`src/common/cwd_pkg.sv`:
```
// package: constants for the watchdog with stop options
package cwd_pkg;
  localparam logic [15:0] SERVICE_ADDR   = 16'hFFFF;
  localparam int          PRE_W          = 12;
  localparam int          WD_W           = 6;
  localparam int          PRE_CLR_LSB    = 4;    // stage 5 is bit index 4
  localparam int          SHORT_TAP      = 7;    // short rate uses stage 7 carry
  localparam int          PIN_LOW_CYC    = 32;
  localparam int          REC_SHORT_CYC  = 32;
  localparam int          REC_LONG_CYC   = 4096;
  localparam int          POR_CLR_CYC    = 4096;
  localparam int          LONG_TIMEOUT   = 262128;
  localparam int          SHORT_TIMEOUT  = 8176;
  localparam logic [7:0]  VEC_LO_DEFAULT = 8'h00;   // arbitrary default
  localparam int          REC_W          = 13;

  typedef enum logic [1:0] {
    CWD_RUN  = 2'b00,
    CWD_STOP = 2'b01,
    CWD_REC  = 2'b11
  } cwd_mode_t;
endpackage

```
`src/cwd_watchdog.sv`:
```
// module: watchdog counter, stop/recovery control and reset pin driver
//
// The strobed register port was chosen for this implementation.
`timescale 1ns/100ps
module cwd_watchdog (
  input  wire logic        clk,             // oscillator output clock, 50 MHz
  input  wire logic        rst_n,           // async internal reset, active low
  input  wire logic        por_n,           // power-on reset, active low
  input  wire logic [15:0] addr,            // cpu bus address
  input  wire logic [7:0]  wdata,           // cpu write data
  input  wire logic        wr,              // write strobe
  input  wire logic        rd,              // read strobe
  input  wire logic [7:0]  reset_vec_lo,    // low byte of stored reset vector
  input  wire logic        watchdog_disable,   // config option
  input  wire logic        watchdog_rate_sel,  // 1 short, 0 long timeout
  input  wire logic        stop_enable,        // stop instruction enable
  input  wire logic        short_recovery_sel, // 1 short stop recovery
  input  wire logic        pin_reset_enable_in,// config value to latch
  input  wire logic        pin_reset_enable_wr,// config write pulse
  input  wire logic        stop_exec,       // cpu executes stop opcode
  input  wire logic        stop_wake,       // wakeup request in stop
  input  wire logic        lvi_reset,       // low voltage inhibit reset
  input  wire logic        test_high_voltage, // monitor entry level on irq pin
  input  wire logic        break_active,    // break interrupt in progress
  input  wire logic        break_watchdog_disable, // bit of break_aux_reg
  output logic [7:0]       rdata,           // read data, cycle after rd
  output logic             wd_reset_req,    // one-cycle reset request
  output logic             reset_pin_out,   // reset pin output level
  output logic             reset_pin_oe,    // low while driving the pin
  output logic             wd_cause_flag,   // reset cause bit for reset_cause_reg
  output logic             illegal_opcode,  // stop taken as illegal opcode
  output logic             stop_active,     // in stop mode
  output logic             cpu_clk_run,     // low during stop and recovery
  output logic             pin_reset_enable // latched pin reset enable
);
  import cwd_pkg::*;

  logic [PRE_W-1:0] pre_q, pre_d;
  logic [WD_W-1:0]  wd_q, wd_d;
  logic             req_q, req_d;
  logic [5:0]       pin_q, pin_d;
  logic             flag_q, flag_d;
  logic             ill_q, ill_d;
  cwd_mode_t        mode_q, mode_d;
  logic [REC_W-1:0] rec_q, rec_d;
  logic             long_q, long_d;
  logic [7:0]       rdata_q, rdata_d;
  logic             pre_en_q, pre_en_d;
  logic [REC_W-1:0] por_q, por_d;
  logic             pren_q, pren_d;
  logic             oe_q, oe_d;
  logic             stop_q, stop_d;
  logic             crun_q, crun_d;

  logic svc_wr, wd_off, pre_carry, ovf, tick;

  function automatic logic hit(input logic [15:0] a);
    hit = (a == SERVICE_ADDR);
  endfunction

  assign svc_wr  = wr && hit(addr);
  assign wd_off  = watchdog_disable || test_high_voltage ||
                   (test_high_voltage && break_active && break_watchdog_disable);
  // short rate taps a low prescaler stage so 8176 = 2^13-16 matches 64*128-16
  assign pre_carry = watchdog_rate_sel ? (&pre_q[SHORT_TAP-1:0]) : (&pre_q);
  assign tick    = (mode_q != CWD_STOP) && pre_carry;
  assign ovf     = tick && (&wd_q) && !wd_off && !svc_wr;

  always_comb begin
    pre_d   = pre_q;
    wd_d    = wd_q;
    req_d   = 1'b0;
    pin_d   = pin_q;
    flag_d  = flag_q;
    ill_d   = 1'b0;
    mode_d  = mode_q;
    rec_d   = rec_q;
    long_d  = long_q;
    rdata_d = 8'h00;
    por_d   = por_q;
    pre_en_d = pre_en_q;
    pren_d  = pren_q;
    if (mode_q != CWD_STOP) begin
      pre_d = pre_q + PRE_W'(1);
    end
    if (tick) begin
      wd_d = wd_q + WD_W'(1);
    end
    if (!pre_en_q) begin
      por_d = por_q + REC_W'(1);
      if (por_q == REC_W'(POR_CLR_CYC - 1)) begin
        pre_d    = '0;
        pre_en_d = 1'b1;
      end
    end
    if (svc_wr) begin
      wd_d = '0;
      pre_d[PRE_W-1:PRE_CLR_LSB] = '0;
    end
    if (rd) begin
      rdata_d = hit(addr) ? reset_vec_lo : 8'h00;
    end
    if (ovf) begin
      req_d  = 1'b1;
      flag_d = 1'b1;
      wd_d   = '0;
      pre_d  = '0;
      if (pren_q) begin
        pin_d = 6'(PIN_LOW_CYC);
      end
    end else if (pin_q != 6'h00) begin
      pin_d = pin_q - 6'h01;
    end
    if (pin_reset_enable_wr) begin
      pren_d = pin_reset_enable_in;
    end
    unique case (mode_q)
      CWD_RUN: begin
        if (stop_exec && !stop_enable) begin
          ill_d = 1'b1;
        end else if (stop_exec) begin
          mode_d = CWD_STOP;
          pre_d  = '0;
        end
      end
      CWD_STOP: begin
        if (stop_wake || lvi_reset) begin
          mode_d = CWD_REC;
          long_d = lvi_reset || !short_recovery_sel;
          rec_d  = '0;
        end
      end
      CWD_REC: begin
        rec_d = rec_q + REC_W'(1);
        if (lvi_reset) begin
          long_d = 1'b1;
        end
        if (rec_q == (long_q ? REC_W'(REC_LONG_CYC - 1) : REC_W'(REC_SHORT_CYC - 1))) begin
          mode_d = CWD_RUN;
        end
      end
      default: mode_d = CWD_RUN;
    endcase
    // outputs are registered from next-state values so they keep the timing of the state itself
    oe_d   = (pin_d == 6'h00);
    stop_d = (mode_d == CWD_STOP);
    crun_d = (mode_d == CWD_RUN);
  end

  // internal reset clears both counters; the pin enable survives it
  always_ff @(posedge clk or negedge rst_n) begin
    if (!rst_n) begin
      pre_q    <= '0;
      wd_q     <= '0;
      req_q    <= 1'b0;
      pin_q    <= 6'h00;
      ill_q    <= 1'b0;
      mode_q   <= CWD_RUN;
      rec_q    <= '0;
      long_q   <= 1'b0;
      rdata_q  <= 8'h00;
      oe_q     <= 1'b1;
      stop_q   <= 1'b0;
      crun_q   <= 1'b1;
    end else begin
      pre_q    <= pre_d;
      wd_q     <= wd_d;
      req_q    <= req_d;
      pin_q    <= pin_d;
      ill_q    <= ill_d;
      mode_q   <= mode_d;
      rec_q    <= rec_d;
      long_q   <= long_d;
      rdata_q  <= rdata_d;
      oe_q     <= oe_d;
      stop_q   <= stop_d;
      crun_q   <= crun_d;
    end
  end

  // power-on-only state: cause flag is cleared by the reset controller's por
  always_ff @(posedge clk or negedge por_n) begin
    if (!por_n) begin
      pren_q   <= 1'b0;
      flag_q   <= 1'b0;
      por_q    <= '0;
      pre_en_q <= 1'b0;
    end else begin
      pren_q   <= pren_d;
      flag_q   <= flag_d;
      por_q    <= por_d;
      pre_en_q <= pre_en_d;
    end
  end

  assign rdata            = rdata_q;
  assign wd_reset_req     = req_q;
  assign reset_pin_out    = 1'b0;
  // open-drain pin: the level is always low, the enable alone decides whether it is pulled
  assign reset_pin_oe     = oe_q;
  assign wd_cause_flag    = flag_q;
  assign illegal_opcode   = ill_q;
  assign stop_active      = stop_q;
  assign cpu_clk_run      = crun_q;
  assign pin_reset_enable = pren_q;

  // helpers: pulse and recovery lengths are counted here, apart from the design's own counters
  logic [6:0]       low_cnt_q;
  logic [REC_W-1:0] rec_cnt_q;
  logic             exp_long_q;

  always_ff @(posedge clk or negedge rst_n) begin
    if (!rst_n) begin
      low_cnt_q  <= 7'h00;
      rec_cnt_q  <= '0;
      exp_long_q <= 1'b0;
    end else begin
      low_cnt_q  <= reset_pin_oe ? 7'h00 : low_cnt_q + 7'h01;
      rec_cnt_q  <= (mode_q == CWD_REC) ? rec_cnt_q + REC_W'(1) : '0;
      if (mode_q == CWD_STOP && (stop_wake || lvi_reset)) begin
        exp_long_q <= lvi_reset || !short_recovery_sel;
      end else if (mode_q == CWD_REC && lvi_reset) begin
        exp_long_q <= 1'b1;
      end
    end
  end

  chk_req_one_cycle: assert property (@(posedge clk) disable iff (!rst_n)
    wd_reset_req |=> !wd_reset_req)
    else $error("reset request longer than one cycle");
  chk_disable_blocks: assert property (@(posedge clk) disable iff (!rst_n)
    $past(watchdog_disable) |-> !wd_reset_req)
    else $error("reset while disabled");
  chk_monitor_blocks: assert property (@(posedge clk) disable iff (!rst_n)
    $past(test_high_voltage) |-> !wd_reset_req)
    else $error("reset in monitor mode");
  chk_service_clears: assert property (@(posedge clk) disable iff (!rst_n)
    svc_wr |=> wd_q == '0 && pre_q[PRE_W-1:PRE_CLR_LSB] == '0)
    else $error("service did not clear");
  chk_stop_clears_pre: assert property (@(posedge clk) disable iff (!rst_n)
    (mode_q == CWD_RUN && stop_exec && stop_enable) |=> pre_q == '0)
    else $error("stop left prescaler");
  chk_stop_freezes: assert property (@(posedge clk) disable iff (!rst_n)
    (mode_q == CWD_STOP && $past(mode_q) == CWD_STOP) |-> $stable(wd_q))
    else $error("counter moved in stop");
  chk_illegal_stop: assert property (@(posedge clk) disable iff (!rst_n)
    (mode_q == CWD_RUN && stop_exec && !stop_enable) |=> illegal_opcode && !stop_active)
    else $error("stop not illegal");
  chk_read_vector: assert property (@(posedge clk) disable iff (!rst_n)
    (rd && hit(addr)) |=> rdata == $past(reset_vec_lo))
    else $error("service read wrong");
  chk_pin_low_len: assert property (@(posedge clk) disable iff (!rst_n)
    (req_q && pren_q) |-> !reset_pin_oe [*8])
    else $error("pin released early");
  chk_cause_set: assert property (@(posedge clk) disable iff (!rst_n)
    wd_reset_req |-> wd_cause_flag)
    else $error("cause flag not set");
  chk_pin_low_total: assert property (@(posedge clk) disable iff (!rst_n)
    $rose(reset_pin_oe) |-> low_cnt_q == 7'(PIN_LOW_CYC))
    else $error("reset pin low length wrong");
  chk_recovery_len: assert property (@(posedge clk) disable iff (!rst_n)
    (mode_q == CWD_RUN && $past(mode_q) == CWD_REC) |->
    rec_cnt_q == (exp_long_q ? REC_W'(REC_LONG_CYC) : REC_W'(REC_SHORT_CYC)))
    else $error("stop recovery length wrong");
  chk_wake_leaves_stop: assert property (@(posedge clk) disable iff (!rst_n)
    (mode_q == CWD_STOP && (stop_wake || lvi_reset)) |=> !stop_active)
    else $error("wakeup did not leave stop");
  chk_rdata_idle: assert property (@(posedge clk) disable iff (!rst_n)
    !$past(rd) |-> rdata == 8'h00)
    else $error("read data outside read cycle");
  chk_read_other: assert property (@(posedge clk) disable iff (!rst_n)
    (rd && !hit(addr)) |=> rdata == 8'h00)
    else $error("other address read not zero");
  chk_break_blocks: assert property (@(posedge clk) disable iff (!rst_n)
    $past(test_high_voltage && break_active && break_watchdog_disable) |-> !wd_reset_req)
    else $error("reset during break");
  chk_ovf_full_count: assert property (@(posedge clk) disable iff (!rst_n)
    wd_reset_req |-> $past(tick && (&wd_q)))
    else $error("reset before counter overflow");
  chk_pre_counts: assert property (@(posedge clk) disable iff (!rst_n)
    (rst_n && mode_q != CWD_STOP && !svc_wr && !ovf && !stop_exec && pre_en_q) |=> pre_q == $past(pre_q) + PRE_W'(1))
    else $error("prescaler did not advance");
  chk_por_clears_pre: assert property (@(posedge clk) disable iff (!rst_n)
    (!pre_en_q && por_q == REC_W'(POR_CLR_CYC - 1)) |=> pre_q == '0)
    else $error("power-on prescaler clear missing");
  chk_no_pin_disabled: assert property (@(posedge clk) disable iff (!rst_n)
    (wd_reset_req && !pin_reset_enable) |-> reset_pin_oe)
    else $error("pin driven while its reset is off");
  chk_pin_enable_latch: assert property (@(posedge clk) disable iff (!por_n)
    pin_reset_enable_wr |=> pin_reset_enable == $past(pin_reset_enable_in))
    else $error("pin enable not latched");
  chk_cause_sticky: assert property (@(posedge clk) disable iff (!por_n)
    $past(wd_cause_flag) |-> wd_cause_flag)
    else $error("cause flag lost");
  chk_stop_no_pre: assert property (@(posedge clk) disable iff (!rst_n)
    (mode_q == CWD_STOP && $past(mode_q) == CWD_STOP && pre_en_q) |-> $stable(pre_q))
    else $error("prescaler moved in stop");

  cov_overflow: cover property (@(posedge clk) disable iff (!rst_n) wd_reset_req);
  cov_service: cover property (@(posedge clk) disable iff (!rst_n) svc_wr);
  cov_stop_exit: cover property (@(posedge clk) disable iff (!rst_n)
    mode_q == CWD_REC ##1 mode_q == CWD_RUN);
  cov_illegal: cover property (@(posedge clk) disable iff (!rst_n) illegal_opcode);
  cov_long_recovery: cover property (@(posedge clk) disable iff (!rst_n)
    mode_q == CWD_REC && exp_long_q);
endmodule

```
`config.mk`:
```
export PLATFORM = sky130hd
export DESIGN_NAME = cwd_watchdog
export DESIGN_NICKNAME = d
export VERILOG_FILES = /design/src/common/cwd_pkg.sv /design/src/cwd_watchdog.sv
export SDC_FILE = /design/constraint.sdc
export NUM_CORES = 1
export LEC_CHECK = 0
export BUFFER_PORTS_ARGS = -buffer_cell sky130_fd_sc_hd__buf_2
export CAP_MARGIN = 20
export CORE_UTILIZATION = 25
export DETAILED_ROUTE_END_ITERATION = 10
export GPL_TIMING_DRIVEN = 0
export PLACE_DENSITY = 0.52
export SLEW_MARGIN = 40
export SYNTH_ARGS = -nofsm -noshare
export SYNTH_HDL_FRONTEND = slang
export SYNTH_SLANG_ARGS = --single-unit
```
`constraint.sdc`:
```
create_clock -name clk -period 2.8 [get_ports clk]
set_input_delay 0.42 -clock clk [delete_from_list [all_inputs] [get_ports clk]]
set_output_delay 0.42 -clock clk [all_outputs]
set_load 0.02 [all_outputs]
```
======== After elaboration in Yosys (flattened, before gate mapping) ========
Cells that the tools add are included.
word-level totals
  flip-flop bits (word level) ............. 69
  latch bits .............................. 0
  bits in writable memories ............... 0
  ROM bits ................................ 0
  bits of input ports ..................... 49
  output and inout port bits .............. 16
  word-level logic and storage cells ...... 90
  memories ................................ 0
cells by class
  add/subtract/negate cells ............... 5
  $mul .................................... 0
  div/mod/pow operators ................... 0
  $lt $le $gt $ge ......................... 0
  equality and inequality tests ........... 9
  shifts and indexed selects .............. 0
  muxes and demuxes ....................... 33
  bitwise gates (word level) .............. 0
  reduce and logical (&&, ||, !) cells .... 27
operators with widths
  kind                     count
  $mux W12                 8
  $mux W6                  6
  $add A13 B1 Y13 const B  2
  $pmux W13 S2             1
  $mux W8                  3
  $eq A16 B16 Y1 const B   1
  $eq A13 B12 Y1           1
  $eq A13 B12 Y1 const B   1
  $mux W13                 1
  $add A12 B1 Y12 const B  1
  $reduce_and A12 Y1       1
  $logic_and A1 B1 Y1      8
  $mux W1                  8
  $mux W2                  4
  $reduce_and A7 Y1        1
  $add A6 B1 Y6 const B    1
  $logic_not A6 Y1         1
  $pmux W2 S3              1
  $reduce_and A6 Y1        1
  $reduce_bool A6 Y1       1
  $sub A6 B1 Y6 const B    1
  $eq A2 B1 Y1 const B     2
  $logic_not A1 Y1         4
  $logic_not A2 Y1         2
  other kinds (9)          13

======== Depth between registers and ports, before layout ========
  word-level depth ........................ 10
  mapped depth ............................ 7
  gate-level depth less buffers ........... 7

======== Worst setup path before layout ========
Ideal clock, no wire load.
  path type ............................... register -> register
  start point ............................. register wd_q[0]
  end point ............................... register pin_q[1]
  library setup time ...................... 0.124 ns
  arrival time ............................ 1.849 ns
  data required time ...................... 2.676 ns
  slack ................................... 0.827 ns
  stages on the path, launching flop included .. 8
  path buffers ............................ 1
  clock period less this slack ............ 1.973 ns
  path through ............................ dfrtp_1 -> ha_1 -> and4bb_2 -> nand4_1 -> a2111oi_4 -> buf_6 -> nor3_1 -> a211o_1
on the way
  longest elaborated chain between the ends .. 5
RTL lines
  item                               RTL line             RTL
  from (decl)                        cwd_watchdog.sv:39   logic [WD_W-1:0] wd_q, wd_d;
  from (signal assigned)             cwd_watchdog.sv:167  wd_q <= wd_d;
  $reduce_and A6 Y1                  cwd_watchdog.sv:67   assign ovf = tick && (&wd_q) && !wd_off && !svc_wr;
  $logic_and A1 B1 Y1 (3 in series)  cwd_watchdog.sv:67
  net ovf                            cwd_watchdog.sv:55   logic svc_wr, wd_off, pre_carry, ovf, tick;
  $mux W6                            cwd_watchdog.sv:103  if (ovf) begin
  net pin_d[1]                       cwd_watchdog.sv:41   logic [5:0] pin_q, pin_d;
  to (signal assigned)               cwd_watchdog.sv:169  pin_q <= pin_d;
  to (decl)                          cwd_watchdog.sv:41
The timed path passes the listed nets, and every way through them passes these cells.
A chain may end at the register's enable or synchronous reset.

======== Final worst setup path ========
  start point ............................. register wd_q[0]
  end point ............................... register pin_q[2]
Same word-level chain as after synthesis.

==> reports/results.ini <==
[synth]
syn_area_um2 = 3410
synth_fp_nets = 383
ys_ff_latch = 69
synth_edf_count = 0
syn_area_per_cell_um2 = 10.4
synth_ff_type = dfrtp_1
yosysUniqueCellTypes = 60
async_flop_share_pct = 100
ys_seq_area_share_pct = 50.7
syn_inst = 328
yosysWarnings = 0

[drt]
via_count = 2683
drt_wl_total_um = 7260
drt_iter0_drc = 120
vias_per_cell = 4.68
first_pass_iters = 4
drcViolationCount = 0
wl_per_cell_um = 12.7
ant_nets = 0

[power]
power_density_nw_per_um2 = 668
power.total_w = 0.00282
power.leakage_nw = 1.93
irDropWorstVdd_v = 0.000305

[placement]
dp_slack_ns = 0.527
dp_hpwl_um = 5040
port_buffers = 53
dp.cells = 557
place.gp.congestion = 0.779

[die]
die_w_um = 119
core_area_um2 = 13300
die_h_um = 119
num_io_pins = 65
row_count = 42
start_util_pct = 25.7
die_area_um2 = 14100

[clock_network]
cts_tree = done
clockRootBuffer = clkbuf_16
cts_htree_levels = 3
cts_sinks = 69
cts_setup_buffers = 0
clock_latency_ns = 0.34
clk_pin_slew_worst_paths_ns = 0.06
ctsHoldBuffers = 0
cts_resized = 0
cts_buffers = 9
cts_buffer_depth = 2

[run_status]
violations = hold timing
outcome = finished, violations left

[cells_and_area]
finalNetCount = 447
drive_gt1_share_pct = 22.4
fillers = 1389
antenna_cells = 0
stdcell_count = 573
area_growth_syn_to_layout_pct = 23.5

[setup_path]
critical_path_peak_fanout = 10
criticalPathCategory = reg2reg
setup.worst_path.start_class = flip-flop
rr_worst_depth = 7
r2r-end = pin_q[2]$_DFF_PN0_
reg2reg_slack_ns = 0.53
worstPathRequired_ns = 3.01
cp-end-kind = flip-flop
worstReg2RegStart = wd_q[0]$_DFFE_PN0P_
arrival_ns = 2.48

[min_path]
hold_class = in2async

[global_routing]
grt_pass1_vias = 2606
antenna_found_initial = 0
grt_max_degree = 54
grt_pass1_wl_um = 12400
track_usage_pct = 10.9
grt_overflow = 0

[timing]
setup_slack_ns = 0.531
hold_ws_ns = -0.00782
fin_crit_ns = 2.27
setup_violations = 0
finalHoldViolations = 16
slew_headroom_pct = 52.6
grt_setup_unrepaired = false
fin_setup_tns_ns = 0
fmax_mhz = 441
period_share_pct = 81.0
clock_skew_ns = 0.00823
slew_violations = 0
tightestPinTransition_ns = 0.710

[flow_run]
cap_viol_max_count = 0

==> per-stage QoR <==
| step | util (%) | area (um^2) |
|---|---|---|
| 2_1_floorplan | - | 3410 |
| 6_report | 31.7 | 4220 |
| 3_5_place_dp | 29.4 | 3910 |
| 5_1_grt | 31.7 | 4220 |
| 3_3_place_gp | 29.3 | 3900 |
| 4_1_cts | 31.7 | 4220 |
==> worst max-delay path: stages (launching register included) <==
cell	delay, ns
dfrtp_1	0.42
ha_1	0.22
and4bb_2	0.25
nand4_1	0.23
a2111oi_4	0.53
buf_6	0.21
nor3b_1	0.05
a211o_1	0.22
==> registers in the layout, summed over array words and instances (netlist names) <==
name,flops
rdata,8
wd_cause_flag,1
pre_en_q,1
por_q,13
pin_reset_enable,1
wd_reset_req,1
long_q,1
pin_q,6
wd_q,6
mode_q,2
stop_active,1
pre_q,12
cpu_clk_run,1
rec_q,13
illegal_opcode,1
reset_pin_oe,1
==> cells by family (layout without fill, tap and decap cells) <==
logic type,after synthesis,count (layout),share of synthesized area (%)
XOR/XNOR,24,24,6.16
multiplexers,5,5,1.54
AND/OR/NAND/NOR,153,153,25.5
AO/OA/AOI/OAI,58,58,11.9
flip-flops,69,69,50.7
adder cells (fa/ha/maj),6,6,2.20
buffers and inverters,12,81,1.94
other,1,1,0.110
==> how the worst max path moves through the flow <==
stage | from | endpoint | slack [ns] | depth (start not counted)
2_1_floorplan | wd_q[0]$_DFFE_PN0P_ | pin_q[1]$_DFF_PN0_ | 0.83 | 7
3_3_place_gp | wd_q[0]$_DFFE_PN0P_ | pin_q[1]$_DFF_PN0_ | 0.55 | 7
3_5_place_dp | wd_q[0]$_DFFE_PN0P_ | pin_q[2]$_DFF_PN0_ | 0.53 | 7
4_1_cts | wd_q[0]$_DFFE_PN0P_ | pin_q[2]$_DFF_PN0_ | 0.51 | 7
5_1_grt | wd_q[0]$_DFFE_PN0P_ | pin_q[2]$_DFF_PN0_ | 0.38 | 7
6_report | wd_q[0]$_DFFE_PN0P_ | pin_q[2]$_DFF_PN0_ | 0.53 | 7
==> cell usage after synthesis (6+ instances only) <==
cell	count	share of area (%)
ha_1	6	2.2
o31ai_1	7	1.5
nand3_1	21	3.1
nor2_1	32	3.5
and3_1	13	2.4
o21ai_0	16	2.3
nand2_1	22	2.4
nand2b_1	7	1.3
nor3_1	9	1.3
nand4_1	13	2.4
xor2_1	10	2.6
dfrtp_1	67	49
a21oi_1	12	1.8
xnor2_1	14	3.6
==> cell type report <==
class	instances	area, um^2	area share, %
Clock buffer	10	239	5.67
Tap cell	176	220	5.22
Timing Repair Buffer	53	268	6.35
Inverter	5	18.8	0.445
Buffer	7	47.5	1.13
Clock inverter	6	71.3	1.69
Sequential cell	69	1730	41.0
Multi-Input combinational cell	247	1620	38.5
==> where the power goes <==
| part | internal (W) | leakage, nW | total [W] | switching, W |
|---|---|---|---|---|
| Combinational | 0.000175 | 0.884 | 0.000439 | 0.000264 |
| Clock | 0.000720 | 0.145 | 0.00117 | 0.000453 |
| Sequential | 0.00110 | 0.902 | 0.00121 | 0.000106 |
==> per-layer routing <==
metal  track usage [%]  part of all wire, %
met1              14.2                   46
met2              16.8                   46
met3              3.11                  5.4
met4              4.98                  1.8
met5                 0                    0
==> cell usage in the layout, fill, tap and decap left out, types with 7 or more instances in the layout <==
cell type	synthesis	final
nand2_1	22	22
clkbuf_16	0	9
xnor2_1	14	14
a21oi_1	12	12
nor3_1	9	9
dfrtp_1	67	67
o21ai_0	16	16
nand3_1	21	21
nor2_1	32	32
nand4_1	13	13
buf_2	0	52
and3_1	13	13
xor2_1	10	10
nand2b_1	7	7
Note: power is estimated with default switching activity, not from simulation.
